File: src/include/monitor_entry_pkg.sv
/*
 * Constants, enumerations and carrier structs for the monitor/user mode
 * entry decoder. Assumes a single 40 MHz clock domain; frequencies are
 * kept in hertz so derived ratios stay exact integers.
 */
package monitor_entry_pkg;

    // Value of an erased vector byte
    localparam logic [7:0] ERASED_BYTE      = 8'hff;

    // Clock plan, in hertz
    localparam int         CLK_HZ           = 40000000;
    localparam int         EXT_HV_LOW_HZ    = 4915200;
    localparam int         EXT_HV_HIGH_HZ   = 9830400;
    localparam int         EXT_BLANK_HZ     = 9830400;
    localparam int         CRYSTAL_HZ       = 32768;
    localparam int         MON_BUS_HZ       = 2457600;
    localparam int         MON_BAUD         = 9600;
    localparam int         BUS_PER_BIT      = MON_BUS_HZ / MON_BAUD;

    // Divider ratios of the bus clock enable
    localparam logic [2:0] RATIO_HALF       = 3'h2;
    localparam logic [2:0] RATIO_QUARTER    = 3'h4;

    typedef enum logic [1:0] {
        BUS_DIV2     = 2'h0,
        BUS_DIV4     = 2'h1,
        BUS_PLL_DIV4 = 2'h3,
        BUS_STOP     = 2'h2
    } bus_src_t;

    // Gray along hold -> latch -> run
    typedef enum logic [1:0] {
        ST_HOLD  = 2'h0,
        ST_LATCH = 2'h1,
        ST_RUN   = 2'h3
    } entry_state_t;

    typedef struct packed {
        logic serialCommPin;
        logic portAEntryPinOne;
        logic portAEntryPinTwo;
        logic dividerSelectPin;
    } entry_pins_t;

    typedef struct packed {
        logic     monitorMode;
        logic     blankEntry;
        logic     testEntry;
        logic     pllEnable;
        logic     serialComm;
        bus_src_t busSrc;
    } mode_t;

    localparam mode_t MODE_RESET = '{monitorMode: 1'b0, blankEntry: 1'b0, testEntry: 1'b0,
                                     pllEnable: 1'b0, serialComm: 1'b0, busSrc: BUS_STOP};

endpackage : monitor_entry_pkg

File: src/core/monitor_mode_entry_select.sv
/*
 * Monitor/user mode entry decoder with bus clock source selection,
 * watchdog enable and serial pin control.
 * Assumes clk is the oscillator clock, reset_n is power-on reset, pin
 * levels are already digitised (test-voltage detectors give separate
 * flags) and the vector bytes come from same-clock flash read logic.
 */
`timescale 1ns/1ps
module monitor_mode_entry_select
    import monitor_entry_pkg::*;
(
    input  wire logic                          clk,
    input  wire logic                          reset_n,
    input  wire logic                          resetPinHigh,
    input  wire logic                          resetTestHigh,
    input  wire logic                          irqPinHigh,
    input  wire logic                          irqTestHigh,
    input  wire monitor_entry_pkg::entry_pins_t entryPins,
    input  wire logic [7:0]                    vectorHigh,
    input  wire logic [7:0]                    vectorLow,
    input  wire logic                          pllOutputTick,
    input  wire logic                          serialTxBit,
    output logic                               monitorMode,
    output logic                               serialComm,
    output logic                               pllEnable,
    output logic                               baseClockSelect,
    output logic                               oscBypass,
    output logic                               crystalOscEnable,
    output logic                               busClockEnable,
    output logic                               watchdogEnable,
    output logic                               illegalAddressReset,
    output logic                               serialPinOut,
    output logic                               serialPinOe
);
    import monitor_entry_pkg::*;

    logic [7:0]   syncIn;
    logic [7:0]   syncOut;
    entry_pins_t  pinsSync;
    logic         resetPinSync;
    logic         resetTestSync;
    logic         irqHighSync;
    logic         irqTestSync;
    logic         vectorBlank;

    entry_state_t state_ff;
    entry_state_t nxt_state;
    mode_t        mode_ff;
    mode_t        nxt_mode;
    logic         illegal_ff;
    logic         nxt_illegal;
    logic         wdog_ff;
    logic         nxt_wdog;
    logic         divRun;
    logic         divTickIn;
    logic [2:0]   divRatio;

    assign syncIn = {entryPins, resetPinHigh, resetTestHigh, irqPinHigh, irqTestHigh};

    pin_sync #(
        .WIDTH   (8)
    ) u_pin_sync (
        .clk     (clk),
        .reset_n (reset_n),
        .pinIn   (syncIn),
        .pinSync (syncOut)
    );

    assign pinsSync      = syncOut[7:4];
    assign resetPinSync  = syncOut[3];
    assign resetTestSync = syncOut[2];
    assign irqHighSync   = syncOut[1];
    assign irqTestSync   = syncOut[0];

    assign vectorBlank = (vectorHigh == ERASED_BYTE) && (vectorLow == ERASED_BYTE);

    always_comb
    begin
        nxt_state   = state_ff;
        nxt_mode    = mode_ff;
        nxt_illegal = 1'b0;
        case (state_ff)
            ST_HOLD:
            begin
                if (resetPinSync)
                    nxt_state = ST_LATCH;
            end
            ST_LATCH:
            begin
                nxt_state = ST_RUN;
                // Blank-vector monitor survives a pin reset; only power-on exits it
                if (!(mode_ff.monitorMode && mode_ff.blankEntry))
                begin
                    nxt_mode = MODE_RESET;
                    // test voltage on interrupt pin, PLL off
                    if (irqTestSync)
                    begin
                        nxt_mode.monitorMode = 1'b1;
                        nxt_mode.testEntry   = 1'b1;
                        // serial pin level picks link type
                        nxt_mode.serialComm  = pinsSync.serialCommPin;
                        nxt_mode.busSrc      = pinsSync.dividerSelectPin ? BUS_DIV4 : BUS_DIV2;
                    end
                    // blank vector with test voltage on reset pin
                    else if (vectorBlank && resetTestSync)
                    begin
                        nxt_mode.busSrc = BUS_DIV4;
                        nxt_illegal     = 1'b1;
                    end
                    // PLL or plain blank entry only with blank vector
                    else if (vectorBlank)
                    begin
                        // port pins ignored, serial link forced
                        nxt_mode.monitorMode = 1'b1;
                        nxt_mode.blankEntry  = 1'b1;
                        nxt_mode.serialComm  = 1'b1;
                        // interrupt pin picks divided oscillator or PLL
                        nxt_mode.pllEnable   = !irqHighSync;
                        nxt_mode.busSrc      = irqHighSync ? BUS_DIV4 : BUS_PLL_DIV4;
                    end
                    else
                        nxt_mode.busSrc = BUS_DIV4;
                end
            end
            ST_RUN:
            begin
                if (!resetPinSync)
                    nxt_state = ST_HOLD;
            end
            default:
                nxt_state = ST_HOLD;
        endcase
    end

    always_comb
    begin
        nxt_wdog = 1'b0;
        if (state_ff == ST_RUN && resetPinSync)
        begin
            if (mode_ff.blankEntry)
                nxt_wdog = 1'b0;
            // Test-voltage monitor: disabled while test voltage on either pin
            else if (mode_ff.testEntry)
                nxt_wdog = !(irqTestSync || resetTestSync);
            else
                nxt_wdog = 1'b1;
        end
    end

    always_ff @(posedge clk or negedge reset_n)
    begin
        if (!reset_n)
        begin
            state_ff   <= ST_HOLD;
            mode_ff    <= MODE_RESET;
            illegal_ff <= 1'b0;
            wdog_ff    <= 1'b0;
        end
        else
        begin
            state_ff   <= nxt_state;
            mode_ff    <= nxt_mode;
            illegal_ff <= nxt_illegal;
            wdog_ff    <= nxt_wdog;
        end
    end

    // divider stopped unless running with reset pin high
    assign divRun    = (state_ff == ST_RUN) && resetPinSync && (mode_ff.busSrc != BUS_STOP);
    // PLL path counts PLL ticks, others count oscillator cycles
    assign divTickIn = (mode_ff.busSrc == BUS_PLL_DIV4) ? pllOutputTick : 1'b1;
    // bypass leaves only the final divide-by-two
    assign divRatio  = (mode_ff.busSrc == BUS_DIV2) ? RATIO_HALF : RATIO_QUARTER;

    bus_clk_div #(
        .CNT_W   (3)
    ) u_bus_clk_div (
        .clk     (clk),
        .reset_n (reset_n),
        .run     (divRun),
        .tickIn  (divTickIn),
        .ratio   (divRatio),
        .tick    (busClockEnable)
    );

    assign monitorMode         = mode_ff.monitorMode;
    assign serialComm          = mode_ff.serialComm;
    assign pllEnable           = mode_ff.pllEnable;
    assign baseClockSelect     = mode_ff.pllEnable;
    // clock generator output follows oscillator clock
    assign oscBypass           = mode_ff.testEntry && (mode_ff.busSrc == BUS_DIV2);
    // test-voltage entry needs an outside oscillator
    assign crystalOscEnable    = !mode_ff.testEntry;
    assign watchdogEnable      = wdog_ff;
    assign illegalAddressReset = illegal_ff;
    // drive low only; a one releases to the pullup
    assign serialPinOut        = 1'b0;
    assign serialPinOe         = mode_ff.monitorMode && mode_ff.serialComm && !serialTxBit;

    // Checks

    a_hold_quiet: assert property (
        @(posedge clk) disable iff (!reset_n)
        (state_ff == ST_HOLD) |=> !busClockEnable && !watchdogEnable
    ) else $error("bus or watchdog active in hold");

    a_latch_on_edge: assert property (
        @(posedge clk) disable iff (!reset_n)
        (state_ff == ST_HOLD && resetPinSync) |=> (state_ff == ST_LATCH) ##1 (state_ff == ST_RUN)
    ) else $error("decision not latched after reset pin rise");

    a_blank_exact: assert property (
        @(posedge clk) disable iff (!reset_n)
        (state_ff == ST_LATCH && !vectorBlank && !mode_ff.blankEntry) |=> !mode_ff.blankEntry
    ) else $error("programmed vector taken as blank");

    a_pll_entry: assert property (
        @(posedge clk) disable iff (!reset_n)
        (state_ff == ST_LATCH && vectorBlank && !irqTestSync && !irqHighSync && !resetTestSync && !mode_ff.blankEntry)
        |=> mode_ff.pllEnable && mode_ff.monitorMode && (mode_ff.busSrc == BUS_PLL_DIV4)
    ) else $error("PLL monitor entry not taken");

    a_blank_no_wdog: assert property (
        @(posedge clk) disable iff (!reset_n)
        mode_ff.blankEntry |-> !watchdogEnable
    ) else $error("watchdog on after blank-vector entry");

    a_half_rate: assert property (
        @(posedge clk) disable iff (!reset_n || !divRun)
        (busClockEnable && mode_ff.busSrc == BUS_DIV2) |=> !busClockEnable ##1 busClockEnable
    ) else $error("bus enable not every second cycle");

    a_quarter_rate: assert property (
        @(posedge clk) disable iff (!reset_n || !divRun)
        (busClockEnable && mode_ff.busSrc == BUS_DIV4) |=> !busClockEnable [*3] ##1 busClockEnable
    ) else $error("bus enable not every fourth cycle");

    a_illegal_reset: assert property (
        @(posedge clk) disable iff (!reset_n)
        (state_ff == ST_LATCH && !mode_ff.blankEntry && !irqTestSync && vectorBlank && resetTestSync)
        |=> illegalAddressReset && !monitorMode ##1 !illegalAddressReset
    ) else $error("illegal address reset not raised once");

    a_user_default: assert property (
        @(posedge clk) disable iff (!reset_n)
        (state_ff == ST_LATCH && !irqTestSync && !vectorBlank && !mode_ff.blankEntry)
        |=> !monitorMode ##1 (watchdogEnable || !resetPinSync)
    ) else $error("user mode defaults not applied");

    a_wired_or: assert property (
        @(posedge clk) disable iff (!reset_n)
        serialPinOe |-> !serialPinOut && monitorMode && !serialTxBit
    ) else $error("serial pin driven other than low");

    a_pin_low_quiet: assert property (
        @(posedge clk) disable iff (!reset_n)
        (state_ff == ST_RUN && !resetPinSync) |=> !watchdogEnable && !busClockEnable
    ) else $error("bus or watchdog active with reset pin low");

    a_pll_needs_blank: assert property (
        @(posedge clk) disable iff (!reset_n)
        (state_ff == ST_LATCH && !vectorBlank && !mode_ff.blankEntry) |=> !pllEnable && !baseClockSelect
    ) else $error("PLL enabled with programmed vector");

    a_blank_ignores_pins: assert property (
        @(posedge clk) disable iff (!reset_n)
        (state_ff == ST_LATCH && vectorBlank && !irqTestSync && !resetTestSync && !mode_ff.blankEntry)
        |=> serialComm && !oscBypass && (mode_ff.busSrc != BUS_DIV2)
    ) else $error("blank-vector entry used port pins");

    a_test_entry_osc: assert property (
        @(posedge clk) disable iff (!reset_n)
        (state_ff == ST_LATCH && irqTestSync && !mode_ff.blankEntry)
        |=> monitorMode && !crystalOscEnable && !pllEnable
    ) else $error("test-voltage entry kept crystal or PLL");

    a_blank_kept: assert property (
        @(posedge clk) disable iff (!reset_n)
        (state_ff == ST_LATCH && mode_ff.blankEntry) |=> monitorMode && mode_ff.blankEntry && !watchdogEnable
    ) else $error("blank-vector monitor lost on pin reset");

    a_test_wdog_off: assert property (
        @(posedge clk) disable iff (!reset_n)
        (state_ff == ST_RUN && mode_ff.testEntry && irqTestSync) |=> !watchdogEnable
    ) else $error("watchdog on while test voltage applied");

endmodule : monitor_mode_entry_select

File: src/core/pin_sync.sv
/*
 * Two-flop synchroniser for a group of asynchronous pin levels.
 * Assumes the levels are quasi-static; no bus coherency is promised.
 */
`timescale 1ns/1ps
module pin_sync #(
    parameter int WIDTH = 8
) (
    input  wire logic             clk,
    input  wire logic             reset_n,
    input  wire logic [WIDTH-1:0] pinIn,
    output logic      [WIDTH-1:0] pinSync
);
    logic [WIDTH-1:0] stage1_ff;
    logic [WIDTH-1:0] stage2_ff;

    always_ff @(posedge clk or negedge reset_n)
    begin
        if (!reset_n)
        begin
            stage1_ff <= '0;
            stage2_ff <= '0;
        end
        else
        begin
            stage1_ff <= pinIn;
            stage2_ff <= stage1_ff;
        end
    end

    assign pinSync = stage2_ff;

endmodule : pin_sync

File: src/core/bus_clk_div.sv
/*
 * Bus clock enable divider: counts source ticks and emits a one-cycle
 * registered enable every ratio ticks. Assumes tickIn is on clk.
 */
`timescale 1ns/1ps
module bus_clk_div #(
    parameter int CNT_W = 3
) (
    input  wire logic             clk,
    input  wire logic             reset_n,
    input  wire logic             run,
    input  wire logic             tickIn,
    input  wire logic [CNT_W-1:0] ratio,
    output logic                  tick
);
    logic [CNT_W-1:0] count_ff;
    logic [CNT_W-1:0] nxt_count;
    logic             tick_ff;
    logic             nxt_tick;

    always_comb
    begin
        nxt_count = count_ff;
        nxt_tick  = 1'b0;
        // Restart on stop so the first enable after run is a full period
        if (!run)
            nxt_count = '0;
        else if (tickIn)
        begin
            if (count_ff >= ratio - CNT_W'(1))
            begin
                nxt_count = '0;
                nxt_tick  = 1'b1;
            end
            else
                nxt_count = count_ff + CNT_W'(1);
        end
    end

    always_ff @(posedge clk or negedge reset_n)
    begin
        if (!reset_n)
        begin
            count_ff <= '0;
            tick_ff  <= 1'b0;
        end
        else
        begin
            count_ff <= nxt_count;
            tick_ff  <= nxt_tick;
        end
    end

    assign tick = tick_ff;

endmodule : bus_clk_div

File: config.mk
export PLATFORM = sky130hd
export DESIGN_NAME = monitor_mode_entry_select
export DESIGN_NICKNAME = d
export VERILOG_FILES = /design/src/include/monitor_entry_pkg.sv /design/src/core/monitor_mode_entry_select.sv /design/src/core/pin_sync.sv /design/src/core/bus_clk_div.sv
export SDC_FILE = /design/constraint.sdc
export NUM_CORES = 1
export LEC_CHECK = 0
export ABC_AREA = 0
export BUFFER_PORTS_ARGS = -buffer_cell sky130_fd_sc_hd__buf_2
export CAP_MARGIN = 15
export CORE_UTILIZATION = 42
export CTS_CLUSTER_SIZE = 24
export DETAILED_ROUTE_END_ITERATION = 8
export GPL_TIMING_DRIVEN = 0
export PLACE_DENSITY = 0.73
export SKIP_CTS_REPAIR_TIMING = 1
export SYNTH_ARGS = -nofsm -noshare
export SYNTH_HDL_FRONTEND = slang
export SYNTH_SLANG_ARGS = --single-unit
File: constraint.sdc
create_clock -name clk -period 1.6 [get_ports clk]
set_clock_uncertainty 0.05 [all_clocks]
set_input_delay 0.16 -clock clk [delete_from_list [all_inputs] [get_ports clk]]
set_output_delay 0.16 -clock clk [all_outputs]
set_load 0.02 [all_outputs]
-- Word level (Yosys, flattened, before mapping)
Cells that the tools add are included.
- flip-flop bits (word level): 31
- bits of input ports: 28
- logic and storage cells: 74
- output and inout bits: 11
- multiplexer cells: 31
- bitwise gates (word level): 1
- reduce and logical (&&, ||, !) cells: 17
- add/subtract/negate cells: 2
- magnitude comparators: 1
- equal/unequal tests: 9
- operators with widths (cell ; count):
    two-way mux 2 bit ; 9
    equality test 8 bit (second input constant) ; 2
    two-way mux 1 bit ; 16
    two-way mux 3 bit ; 5
    logical AND 1 bit ; 8
    inequality test 2 bit (second input constant) ; 3
    one-hot mux 2 bit (3 select lines) ; 1
    equality test 2 bit (second input constant) ; 2
    logical NOT 1 bit ; 4
    logical NOT 2 bit ; 2
    AND reduction 2 bit ; 2
    adder 3 x 1 -> 3 bit (second input constant) ; 1
    greater-or-equal comparator 3 bit ; 1
    subtractor 3 x 1 -> 3 bit (second input constant) ; 1
    equality test 2 x 1 -> 1 bit (second input constant) ; 1
    inequality test 2 x 1 -> 1 bit (second input constant) ; 1
    logical OR 1 bit ; 1
    inverter 1 bit ; 1

-- Depth between registers and ports, before layout
- depth after elaboration: 7
- mapped depth: 5
- gate-level depth less buffers: 5

-- Modules after synthesis
From an unflattened synthesis, not the netlist that was laid out.
- cells, all modules: 103
- area, all modules: 1228.7 µm²
- by module, submodules not included (module ; area each (µm²) ; sequential area each (µm²) ; instances ; cells each):
    monitor_mode_entry_select ; 550.5 ; 276.5 ; 1 ; 58
    pin_sync ; 400.4 ; 400.4 ; 1 ; 16
    bus_clk_div ; 277.8 ; 100.1 ; 1 ; 29

-- Least setup slack after synthesis
OpenSTA, ideal clock, no wires.
- path kind: register to register
- start: reg mode_ff[1] (netlist name)
- end: reg u_bus_clk_div.count_ff[0]
- path buffers: 0
- arrival: 1467 ps
- clock period less this slack: 1582 ps
- cell stages (with the launch flop): 6
- data required time: 1485 ps
- slack: 18 ps
- setup time: 65 ps
- cell sequence: dfstp_2 -> nor2_1 -> ha_1 -> a211oi_1 -> nor2b_1 -> mux2_2
- cells in the longest elaborated chain, start to end: 7
- elaborated cells between the ends (all ways): 12
- those cells by class: add/sub (1); order compare (1); eq/ne (3); mux (5); reduce/logical (2)
- RTL lines (item ; RTL line ; source):
    start, declared ; monitor_mode_entry_select.sv:48 ; mode_t mode_ff;
    start signal, assigned ; monitor_mode_entry_select.sv:162 ; mode_ff <= nxt_mode;
    logical NOT 2 bit ; monitor_mode_entry_select.sv:173 ; assign divRatio = (mode_ff.busSrc == BUS_DIV2) ? RATIO_HALF : RATIO_QUARTER;
    two-way mux 3 bit ; monitor_mode_entry_select.sv:173 ;
    subtractor 3 x 1 -> 3 bit ; bus_clk_div.sv:30 ; if (count_ff >= ratio - CNT_W'(1))
    greater-or-equal comparator 3 bit ; bus_clk_div.sv:30 ;
    two-way mux 3 bit ; bus_clk_div.sv:30 ;
    two-way mux 3 bit ; bus_clk_div.sv:28 ; else if (tickIn)
    two-way mux 3 bit ; bus_clk_div.sv:26 ; if (!run)
    end signal, assigned ; bus_clk_div.sv:49 ; count_ff <= nxt_count;
    end, declared ; bus_clk_div.sv:16 ; logic [CNT_W-1:0] count_ff;
Several ways; a longest one is shown, not always the timed one. The select of a mux whose other input is x is not followed.
A chain may end at the register's enable or synchronous reset.

-- Final worst setup path
Same ends and word-level chain as after synthesis.

==> out/summary.txt <==
Top cells by area, synth = dfrtp_1, nand4_1, nand2_1
Number of H-tree levels = 1
DIE HEIGHT = 51.9 um
Max IR drop VDD = 0.703 mV
Drc violations = 0
Final worst slack = 0.000885 ns
Status = complete, no violations
CTS tree = done
Largest net degree at the start of global routing = 28
Final ANT Viol Nets = 0
Fmax = 0.625 GHz
Final slew viol count = 0
Arr. time, crit path = 1.81 ns
DRT Pass-1 Iters = 4
CP required = 1.81 ns
Slew HR = 62.8%
Ys Warns = 0
Worst hold-check path type = in2reg
Total of max-cap violations = 0
Post-DR wirelength/cell = 11.5 um
Tot GR Track Use = 16.5%
Final TNS setup = 0 ns
Setup crit start kind = flip-flop
Area leader, netlist = dfrtp_1
Synth top area share = 62.1%
Post-synthesis sequential area ratio = 64.6%
Initial antenna violation count = 0
Vias in the first global route = 788
Pwr/cell area = 849 nW/um2
Final min period = 1.60 ns
RePlAce Congestion = 0.810
Syn avg cell area = 11.8 um2
CTS buffer count = 3
Critical Path End Type = flip-flop
Mapped Cells = 89
Synth unique cells = 28
Clock Latency Late Sink = 0.32 ns
Overall routed net length = 1870 um
Die area = 2700 um2
Max Buffers Root-to-Sink = 2
Final hold slack = 0.193 ns
Die W = 51.9 um
Finish-stage setup viols = 0
Cell Area, Synth = 1050 um2
Clk sink count = 27
Post-synthesis register bit count = 27
Layout cells sized above 1 = 35.6%
Area of the core = 2280 um2
Pre-CTS setup slack = -0.135 ns
Worst-margin pin slew = 0.558 ns
Fin crit share = 99.9%
Most common cell after layout, fill and taps aside = buf_2
CP Max Fanout = 5
Vias/cell = 5.04
Nets = 166
Most frequent cells in the layout = buf_2, dfrtp_1, nand2_1, nand4_1, dlygate4sd3_1
Clock slew seen by the registers of the worst setup and hold paths = 0.14 ns
First-pass GRT wire length = 3240 um
Leak Pwr = 0.662 nW
RSZ-0062 raised after global routing = true
Num ports = 39
Clock root buffer = clkbuf_4
Detailed-route via count = 821
Grt ovf = 0
P&R area growth vs syn = 30.9%
PortBufs = 35
Ant. Diodes = 0
Flop2flop setup slack = 0.0009 ns
Overall power = 1.16 mW
Final Hold Vio Count = 0
Post-DP HPWL = 1420 um
Initial drt markers = 10
Net Count, Synth = 119
# rows = 17
Crit Path Class = reg2reg
Initial core utilization = 46.0%
## synth_stat cells
cell type / number
a211oi_1: 1
a21boi_0: 1
a21o_1: 2
a21oi_1: 1
a21oi_4: 1
a22o_1: 2
a31oi_1: 1
buf_4: 2
conb_1: 1
dfrtp_1: 26
dfstp_2: 1
ha_1: 2
inv_1: 4
mux2_2: 1
nand2_1: 10
nand2b_1: 1
nand3_1: 4
nand4_1: 8
nor2_1: 6
nor2b_1: 1
nor3_1: 3
nor3_2: 1
nor4_1: 1
nor4_2: 1
o21ai_0: 3
o21ai_1: 2
o21bai_1: 1
or3_1: 1
## registers in the layout, summed over array words and instances, names as in the netlist
signal                  count
u_pin_sync.stage1_ff        6
watchdogEnable              1
u_pin_sync.pinSync          6
serialComm                  1
mode_ff                     4
u_bus_clk_div.tick          1
u_bus_clk_div.count_ff      3
state_ff                    2
monitorMode                 1
illegalAddressReset         1
baseClockSelect             1
## critical path, cell delays in order, from the launching register on
cell and delay [ns]:
dfstp_2 0.59, nor2_1 0.06, ha_1 0.29, a211oi_2 0.21, nor2b_4 0.20, mux2_4 0.16
## cells by family (layout without fill, tap and decap cells)
kind of cell             Yosys count  in the layout  synth area share (%)
buffers and inverters              6             52                  2.87
adder cells (fa/ha/maj)            2              2                  2.39
AND/OR/NAND/NOR                   37             37                  18.4
AO/OA/AOI/OAI                     15             15                  10.3
flip-flops                        27             27                  64.6
multiplexers                       1              1                  1.08
other                              1              1                 0.358
## cell type report
| cell class | instances | area, um2 |
|---|---|---|
| fill | 195 | 905 |
| sequential | 27 | 677 |
| multi-input combinational | 56 | 357 |
| timing repair buffer | 42 | 245 |
| tap | 28 | 35.0 |
| clock buffer | 3 | 22.5 |
| buffer | 2 | 15.0 |
| inverter | 4 | 15.0 |
| clock inverter | 1 | 5.00 |
## where the power goes
part           switching, mW  leakage (nW)  internal [mW]
sequential            0.0246         0.320          0.723
combinational         0.0735         0.324         0.0627
clock                  0.188        0.0177         0.0934
## layer usage
layer  vias to the layer above  track usage (%)  share of wire [%]
li1                        402                -                  -
met3                         2             3.51                2.9
met1                       398             18.5                 40
met5                         -                0                  0
met4                         0             5.41               0.70
met2                        19             30.6                 57
## path summary, 6_finish.rpt
path | from | endpoint | depth (start not counted)
worst max-delay path | mode_ff[1] | u_bus_clk_div.count_ff[0] | 5
worst min-delay path | vectorLow[0] | illegalAddressReset | 5
worst max register to register | mode_ff[1] | u_bus_clk_div.count_ff[0] | 5
worst min register to register | u_pin_sync.stage1_ff[3] | u_pin_sync.pinSync[3] | 0
max in group asynchronous | reset_n | u_bus_clk_div.count_ff[0] | 2
min in group asynchronous | reset_n | u_pin_sync.pinSync[3] | 2
## metrics by stage
stage | cell area, um2 | util [%] | instances
finish | 1370 | 60.3 | 163
global route | 1370 | 60.3 | 163
CTS | 1280 | 56.5 | 156
detailed placement | 1260 | 55.3 | 152
global placement | 1260 | 55.3 | 152
floorplan | 1050 | - | 89
Power figures use the tool's default switching activity.
